## src/hdl/csr_port_consts.svh

```systemverilog
// constants for the csr port: widths, response codes, register map
`ifndef CSR_PORT_CONSTS_SVH
`define CSR_PORT_CONSTS_SVH
`define CSR_ADDR_W    4
`define CSR_DATA_W    32
`define CSR_STRB_W    4
`define CSR_PROT_W    3
`define CSR_RESP_W    2
`define RESP_OKAY     2'h0
`define RESP_EXOKAY   2'h1
`define RESP_SLVERR   2'h2
`define RESP_DECERR   2'h3
`define CSR_NUM_REGS  4
`define CSR_REG_RESET 32'h00000000
`define CSR_STATUS_WORD 2'h3
`define CSR_BYTE_W    8
`endif

```

## src/hdl/csr_port_pkg.sv

```systemverilog
// types shared by both ends of the csr port
`default_nettype none
`include "csr_port_consts.svh"
package csr_port_pkg;
	typedef logic [`CSR_ADDR_W-1:0] csr_addr_t;
	typedef logic [`CSR_DATA_W-1:0] csr_data_t;
	typedef logic [`CSR_RESP_W-1:0] csr_resp_t;
	typedef enum logic [1:0] {
		ST_IDLE = 2'h0,
		ST_BUSY = 2'h1,
		ST_RESP = 2'h2
	} chan_state_t;
endpackage
`default_nettype wire

```

## src/hdl/csr_port_if.sv

```systemverilog
// interface joining master and slave of the csr port
`timescale 1ns/1ps
`default_nettype none
`include "csr_port_consts.svh"
interface csr_port_if (
	input wire logic clk,
	input wire logic reset_n
);
	logic [`CSR_ADDR_W-1:0] awaddr;
	logic [`CSR_PROT_W-1:0] awprot;
	logic                   awvalid;
	logic                   awready;
	logic [`CSR_DATA_W-1:0] wdata;
	logic [`CSR_STRB_W-1:0] wstrb;
	logic                   wvalid;
	logic                   wready;
	logic [`CSR_RESP_W-1:0] bresp;
	logic                   bvalid;
	logic                   bready;
	logic [`CSR_ADDR_W-1:0] araddr;
	logic [`CSR_PROT_W-1:0] arprot;
	logic                   arvalid;
	logic                   arready;
	logic [`CSR_DATA_W-1:0] rdata;
	logic [`CSR_RESP_W-1:0] rresp;
	logic                   rvalid;
	logic                   rready;
	modport slave (
		input  clk, reset_n, awaddr, awprot, awvalid, wdata, wstrb, wvalid, bready,
		input  araddr, arprot, arvalid, rready,
		output awready, wready, bresp, bvalid, arready, rdata, rresp, rvalid
	);
	modport master (
		input  clk, reset_n, awready, wready, bresp, bvalid, arready, rdata, rresp, rvalid,
		output awaddr, awprot, awvalid, wdata, wstrb, wvalid, bready,
		output araddr, arprot, arvalid, rready
	);
endinterface
`default_nettype wire

```

## src/hdl/csr_slave.sv

```systemverilog
// slave end of the csr port: four word registers behind the write and read channels
`timescale 1ns/1ps
`default_nettype none
`include "csr_port_consts.svh"
// Operation
// - reset idles machines, restores control registers
// - master holds write address until awready
// - write protection bits are ignored
// - master holds awvalid until awready edge
// - write address captured only on handshake
// - data written on w handshake, address present
// - master holds write data until wready
// - strobe bit n qualifies byte n
// - write response uses the four codes; this slave only ever sends OKAY
// - bvalid after write, held until bready
// - master takes response when bready high
// - master holds read address until arready
// - read protection bits are ignored
// - master holds arvalid until arready edge
// - read address captured only on handshake
// - rvalid with steady data until rready
// - read response uses the four codes; this slave only ever sends OKAY
module csr_slave
	import csr_port_pkg::*;
(
	csr_port_if.slave                 bus,
	output logic [`CSR_DATA_W-1:0]    ctrl_word [`CSR_NUM_REGS],
	input  wire logic [`CSR_DATA_W-1:0] status_word
);
	chan_state_t            wr_state;
	chan_state_t            rd_state;
	csr_addr_t              wr_addr;
	logic                   addr_held;
	logic                   data_held;
	csr_data_t              wdata_hold;
	logic [`CSR_STRB_W-1:0] wstrb_hold;
	logic                   aw_fire;
	logic                   w_fire;
	logic                   ar_fire;
	logic                   b_fire;
	logic                   r_fire;
	logic                   do_write;
	csr_addr_t              eff_addr;
	csr_data_t              eff_data;
	logic [`CSR_STRB_W-1:0] eff_strb;
	csr_data_t              read_value;

	// word index inside the 16-byte window; the low two bits are not used
	function automatic logic [1:0] word_index(input csr_addr_t a);
		return a[3:2];
	endfunction

	// lanes whose strobe bit is low keep their old byte
	function automatic csr_data_t lane_merge(
		input csr_data_t              old_word,
		input csr_data_t              new_word,
		input logic [`CSR_STRB_W-1:0] strb
	);
		csr_data_t merged;
		merged = old_word;
		for (int b = 0; b < `CSR_STRB_W; b++) begin
			if (strb[b]) begin
				merged[`CSR_BYTE_W*b +: `CSR_BYTE_W] = new_word[`CSR_BYTE_W*b +: `CSR_BYTE_W];
			end
		end
		return merged;
	endfunction

	// both prot buses are deliberately left unread
	assign bus.awready = (wr_state == ST_IDLE) && !addr_held;
	assign bus.wready  = (wr_state == ST_IDLE) && !data_held;
	assign bus.arready = (rd_state == ST_IDLE);
	assign aw_fire     = bus.awvalid && bus.awready;
	assign w_fire      = bus.wvalid && bus.wready;
	assign ar_fire     = bus.arvalid && bus.arready;
	assign b_fire      = bus.bvalid && bus.bready;
	assign r_fire      = bus.rvalid && bus.rready;
	assign eff_addr    = addr_held ? wr_addr : bus.awaddr;
	assign eff_data    = data_held ? wdata_hold : bus.wdata;
	assign eff_strb    = data_held ? wstrb_hold : bus.wstrb;
	// write once both address and data are in, whichever came first
	assign do_write    = (wr_state == ST_IDLE) && (aw_fire || addr_held) && (w_fire || data_held);
	// word 3 shows live status, so a write there is stored but never read back
	assign read_value  = (word_index(bus.araddr) == `CSR_STATUS_WORD) ? status_word
		: ctrl_word[word_index(bus.araddr)];

	// held flags clear when the write fires, which also covers address and data in one cycle
	always_ff @(posedge bus.clk or negedge bus.reset_n) begin
		if (!bus.reset_n) begin
			addr_held <= 1'b0;
		end else if (do_write) begin
			addr_held <= 1'b0;
		end else if (aw_fire) begin
			addr_held <= 1'b1;
		end
	end

	always_ff @(posedge bus.clk or negedge bus.reset_n) begin
		if (!bus.reset_n) begin
			wr_addr <= '0;
		end else if (aw_fire) begin
			wr_addr <= bus.awaddr;
		end
	end

	always_ff @(posedge bus.clk or negedge bus.reset_n) begin
		if (!bus.reset_n) begin
			data_held <= 1'b0;
		end else if (do_write) begin
			data_held <= 1'b0;
		end else if (w_fire) begin
			data_held <= 1'b1;
		end
	end

	// data and strobes kept for a write whose address comes later
	always_ff @(posedge bus.clk or negedge bus.reset_n) begin
		if (!bus.reset_n) begin
			wdata_hold <= '0;
			wstrb_hold <= '0;
		end else if (w_fire) begin
			wdata_hold <= bus.wdata;
			wstrb_hold <= bus.wstrb;
		end
	end

	// register store; byte lanes merged under the strobes
	always_ff @(posedge bus.clk or negedge bus.reset_n) begin
		if (!bus.reset_n) begin
			for (int i = 0; i < `CSR_NUM_REGS; i++) begin
				ctrl_word[i] <= `CSR_REG_RESET;
			end
		end else if (do_write) begin
			ctrl_word[word_index(eff_addr)] <= lane_merge(ctrl_word[word_index(eff_addr)],
				eff_data, eff_strb);
		end
	end

	// write response: bvalid raised by the edge that writes the word, held until bready
	always_ff @(posedge bus.clk or negedge bus.reset_n) begin
		if (!bus.reset_n) begin
			wr_state   <= ST_IDLE;
			bus.bvalid <= 1'b0;
		end else begin
			unique case (wr_state)
				ST_IDLE: begin
					if (do_write) begin
						wr_state   <= ST_RESP;
						bus.bvalid <= 1'b1;
					end
				end
				ST_RESP: begin
					if (b_fire) begin
						wr_state   <= ST_IDLE;
						bus.bvalid <= 1'b0;
					end
				end
				default: begin
					wr_state   <= ST_IDLE;
					bus.bvalid <= 1'b0;
				end
			endcase
		end
	end

	// every code of the window is mapped, so no write ever earns an error response
	always_ff @(posedge bus.clk or negedge bus.reset_n) begin
		if (!bus.reset_n) begin
			bus.bresp <= `RESP_OKAY;
		end else if (do_write) begin
			bus.bresp <= `RESP_OKAY;
		end
	end

	// read channel: one read in flight, arready low until rready takes the data
	always_ff @(posedge bus.clk or negedge bus.reset_n) begin
		if (!bus.reset_n) begin
			rd_state   <= ST_IDLE;
			bus.rvalid <= 1'b0;
		end else begin
			unique case (rd_state)
				ST_IDLE: begin
					if (ar_fire) begin
						rd_state   <= ST_RESP;
						bus.rvalid <= 1'b1;
					end
				end
				ST_RESP: begin
					if (r_fire) begin
						rd_state   <= ST_IDLE;
						bus.rvalid <= 1'b0;
					end
				end
				default: begin
					rd_state   <= ST_IDLE;
					bus.rvalid <= 1'b0;
				end
			endcase
		end
	end

	// data and code latched at the address handshake, frozen while rvalid stands
	always_ff @(posedge bus.clk or negedge bus.reset_n) begin
		if (!bus.reset_n) begin
			bus.rdata <= '0;
			bus.rresp <= `RESP_OKAY;
		end else if (ar_fire) begin
			bus.rdata <= read_value;
			bus.rresp <= `RESP_OKAY;
		end
	end
endmodule
`default_nettype wire

```

## src/flat_wrapper.sv

```systemverilog
// flat-port wrapper written by rule: the top's interface ports become plain ports
module csr_slave_flat import csr_port_pkg::*;
  (ctrl_word, status_word, clk, reset_n, bus_awaddr, bus_awprot, bus_awvalid, bus_wdata, bus_wstrb, bus_wvalid, bus_bready, bus_araddr, bus_arprot, bus_arvalid, bus_rready, bus_awready, bus_wready, bus_bresp, bus_bvalid, bus_arready, bus_rdata, bus_rresp, bus_rvalid);
  csr_port_if bus_i (.clk(clk), .reset_n(reset_n));
  output logic [`CSR_DATA_W-1:0] ctrl_word[`CSR_NUM_REGS];
  input  wire logic [`CSR_DATA_W-1:0] status_word;
  input wire logic clk;
  input wire logic reset_n;
  input wire logic [$bits(bus_i.awaddr)-1:0] bus_awaddr;
  input wire logic [$bits(bus_i.awprot)-1:0] bus_awprot;
  input wire logic [$bits(bus_i.awvalid)-1:0] bus_awvalid;
  input wire logic [$bits(bus_i.wdata)-1:0] bus_wdata;
  input wire logic [$bits(bus_i.wstrb)-1:0] bus_wstrb;
  input wire logic [$bits(bus_i.wvalid)-1:0] bus_wvalid;
  input wire logic [$bits(bus_i.bready)-1:0] bus_bready;
  input wire logic [$bits(bus_i.araddr)-1:0] bus_araddr;
  input wire logic [$bits(bus_i.arprot)-1:0] bus_arprot;
  input wire logic [$bits(bus_i.arvalid)-1:0] bus_arvalid;
  input wire logic [$bits(bus_i.rready)-1:0] bus_rready;
  output wire logic [$bits(bus_i.awready)-1:0] bus_awready;
  output wire logic [$bits(bus_i.wready)-1:0] bus_wready;
  output wire logic [$bits(bus_i.bresp)-1:0] bus_bresp;
  output wire logic [$bits(bus_i.bvalid)-1:0] bus_bvalid;
  output wire logic [$bits(bus_i.arready)-1:0] bus_arready;
  output wire logic [$bits(bus_i.rdata)-1:0] bus_rdata;
  output wire logic [$bits(bus_i.rresp)-1:0] bus_rresp;
  output wire logic [$bits(bus_i.rvalid)-1:0] bus_rvalid;
  assign bus_i.awaddr = bus_awaddr;
  assign bus_i.awprot = bus_awprot;
  assign bus_i.awvalid = bus_awvalid;
  assign bus_i.wdata = bus_wdata;
  assign bus_i.wstrb = bus_wstrb;
  assign bus_i.wvalid = bus_wvalid;
  assign bus_i.bready = bus_bready;
  assign bus_i.araddr = bus_araddr;
  assign bus_i.arprot = bus_arprot;
  assign bus_i.arvalid = bus_arvalid;
  assign bus_i.rready = bus_rready;
  assign bus_awready = bus_i.awready;
  assign bus_wready = bus_i.wready;
  assign bus_bresp = bus_i.bresp;
  assign bus_bvalid = bus_i.bvalid;
  assign bus_arready = bus_i.arready;
  assign bus_rdata = bus_i.rdata;
  assign bus_rresp = bus_i.rresp;
  assign bus_rvalid = bus_i.rvalid;
  csr_slave u_core (.bus(bus_i), .ctrl_word(ctrl_word), .status_word(status_word));
endmodule
```

## config.mk

```make
export PLATFORM = sky130hd
export DESIGN_NAME = csr_slave_flat
export DESIGN_NICKNAME = d
export VERILOG_FILES = /design/src/hdl/csr_port_pkg.sv /design/src/hdl/csr_port_if.sv /design/src/hdl/csr_slave.sv /design/src/flat_wrapper.sv
export VERILOG_INCLUDE_DIRS = /design/src /design/src/hdl
export SDC_FILE = /design/constraint.sdc
export NUM_CORES = 1
export LEC_CHECK = 0
export BUFFER_PORTS_ARGS = -buffer_cell sky130_fd_sc_hd__buf_2
export CAP_MARGIN = 0
export CELL_PAD_IN_SITES_DETAIL_PLACEMENT = 1
export CELL_PAD_IN_SITES_GLOBAL_PLACEMENT = 1
export CORE_MARGIN = 1
export CORE_UTILIZATION = 39
export CTS_CLUSTER_DIAMETER = 100
export DETAILED_ROUTE_END_ITERATION = 10
export PLACE_DENSITY = 0.86
export SYNTH_ARGS = -nofsm -noshare
export SYNTH_HDL_FRONTEND = slang
export SYNTH_SLANG_ARGS = --single-unit
```

## constraint.sdc

```tcl
create_clock -name clk -period 1.78 [get_ports clk]
set_input_delay 0.089 -clock clk [delete_from_list [all_inputs] [get_ports clk]]
set_output_delay 0.089 -clock clk [all_outputs]
set_load 0.01 [all_outputs]
```

==> metrics <==
status=finished with violations; violated checks=setup timing; Wirelength per Cell=27.2 microns; Worst-Skew Late Latency=520 ps; Detailed Routing Iterations Pass 1=4; Setup violations, final=128; slew at the pin closest to its max-slew limit=600 ps; gpl congestion=0.835; Yosys reg bits=202; most frequent cells after synthesis=dfrtp_1, mux2i_1, a21boi_0, mux2_2, o21ai_1; Hold Crit Class=input port to flop; Netlist cell types=33; FF-to-FF setup slack=-320 ps; critical path peak fanout=7; largest net degree at the start of global routing=57; CTS tree=yes; RSZ-0062 raised after global routing=true; Setup Skew=15.3 ps; warnings from Yosys=0; dpl hpwl=27200 microns; Total Routing Usage GR=29.9%; Initial Util=40.0%; chip height=169 microns; DRC Markers=0; Area after DPL=0.0134 sq mm; DRT iter0 DRCs=475; I/O Pins=258; clk sinks=202; Min Clock Period, post-route=2100 ps; Final WS setup=-317 ps; Post-Layout Inst Area=0.0161 sq mm; grt ovf=0; clock buffer depth=3; CP Data Required Time=2160 ps; fmax=477 MHz; CTS buffer count=25; Slew HR=59.9%; fraction of layout instances using a drive strength above 1=52.4%; post-route ant nets=0; Leak=0.00688 uW; Max H-tree Level=1; worst vdd rail ir drop=0.00103 V; sequential fraction of the synthesis area=46.7%; FP Rows=60; Core Region=0.0271 sq mm; Synth area leaders=dfrtp_1, mux2i_1, mux2_2; CP startpoint kind=flop; number of synthesized flops with an enable pin=0; Min Hold Slack=20.3 ps; number of global-route vias before repair=10800; asr flop ratio synth=100%; CP arrival=2480 ps; Area growth syn-to-layout=48.3%; max-cap violations=0; Primary FF master, synth=dfrtp_1; final core utilization=59.3%; fin crit share=118%; largest area contributor in the netlist=dfrtp_1; die area=0.0284 sq mm; total wire length=45500 microns; NumNets Final=1374; max-slew violations=0; DIE WIDTH=169 microns; worst slack, placed=-311 ps; pwr/cell area=1820 mW/mm^2; Critical Path End Type=flop; Vias/cell=5.86; Clock transition at path regs=60 ps; mapped cell area=0.0108 sq mm; final hold violation count=0; Port Buf Inserts=243; clk root buf=clkbuf_16; initial antenna violation count=1; Mean Syn Cell Area=12.5 sq um; Vias=9803; first-pass GRT wire length=64800 microns; top cell type's share of synthesized area=46.7%; Setup CP Type=flop to flop; cells after synthesis=865; count leader, synth=dfrtp_1
## cells in the final DEF (no fill, tap or decap), drive strengths merged, types with 5 or more instances in the layout
cell type    synthesis  final
mux4                32     32
buf                 40    410
clkinv               0      5
nor2                35     35
nand2               17     17
a21boi              96     96
mux2                70     70
dlygate4sd3          0     43
dfrtp              202    202
o21ai              128    128
mux2i              164    164
a2111oi             32     32
clkbuf              25     34
## kinds of logic (layout without fill, tap and decap cells)
family	Yosys count	count (layout)	synth area share, %
flops	202	202	46.7
mux	266	266	29.1
simple gates	64	64	2.70
other cells	1	5	0.0346
compound gates	265	265	17.7
buf+inv	67	499	3.86
## final timing paths
check / start / cells past startpoint / end
worst max-delay path: u_core.wr_addr[2] / 8 / u_core.ctrl_word[47]
worst min-delay path: status_word[13] / 3 / u_core.bus.rdata[13]
worst max register to register: u_core.wr_addr[2] / 8 / u_core.ctrl_word[47]
worst min register to register: u_core.bus.rdata[16] / 1 / u_core.bus.rdata[16]
max in group asynchronous: reset_n / 3 / u_core.addr_held
min in group asynchronous: reset_n / 2 / u_core.bus.rdata[8]
## routing by layer
layer | vias to the layer above | share of wire, % | global-route usage, %
li1 | 4121 | - | -
met1 | 5119 | 38 | 34.4
met2 | 440 | 53 | 54.3
met3 | 123 | 5.3 | 5.40
met4 | 0 | 3.7 | 12.8
met5 | - | 0 | 0
## stage by stage
step | power [uW] | TNS (ps) | cells
after floorplan | 14900 | -3.78 | 868
after global placement | 19700 | -17050 | 1530
after detailed placement | 20500 | -27290 | 1530
after CTS | 27300 | -14980 | 1652
after global routing | 30500 | -31250 | 1673
final | 29300 | -22740 | 1673
## power by group
group / switching [uW] / total, uW / internal (uW) / leakage [uW]
logic: 7570 / 14900 / 7300 / 0.00393
clock network: 2060 / 5400 / 3340 / 0.000427
registers: 2360 / 9030 / 6680 / 0.00253
## area by class of cell
type	count	area, sq um
inverters	2	7.51
well taps	372	465
fillers	2751	11000
flip-flops and latches	202	5060
diodes	1	2.50
clock inverters	10	154
repair buffers	455	3590
clock buffers	32	702
multi-input cells	599	6090
## critical path: stages (launching register included)
cell and delay (ps):
dfrtp_1 400, buf_6 140, nand3b_1 230, buf_6 170, a211oi_4 240, buf_6 230
buf_12 140, mux2i_1 260, o21ai_1 150
## timing repair
item | 4_1_cts | 5_1_grt
resized for setup | 139 | 158
hold buffers | 43 | 0
setup buffers | 34 | 22
pin swaps | 22 | 18
endpoints found under the setup margin | 128 | 132
cloned | 3 | 1
hold endpoints to repair | 159 | 0
## sequential cells by signal (all words and copies together), names as in the netlist
name and count:
u_core.wstrb_hold 4, u_core.bus.rvalid 1, u_core.wr_state 1, u_core.data_held 1
u_core.ctrl_word 128, u_core.bus.rdata 32, u_core.addr_held 1, u_core.wr_addr 2
u_core.wdata_hold 32
Power figures use the tool's default switching activity.
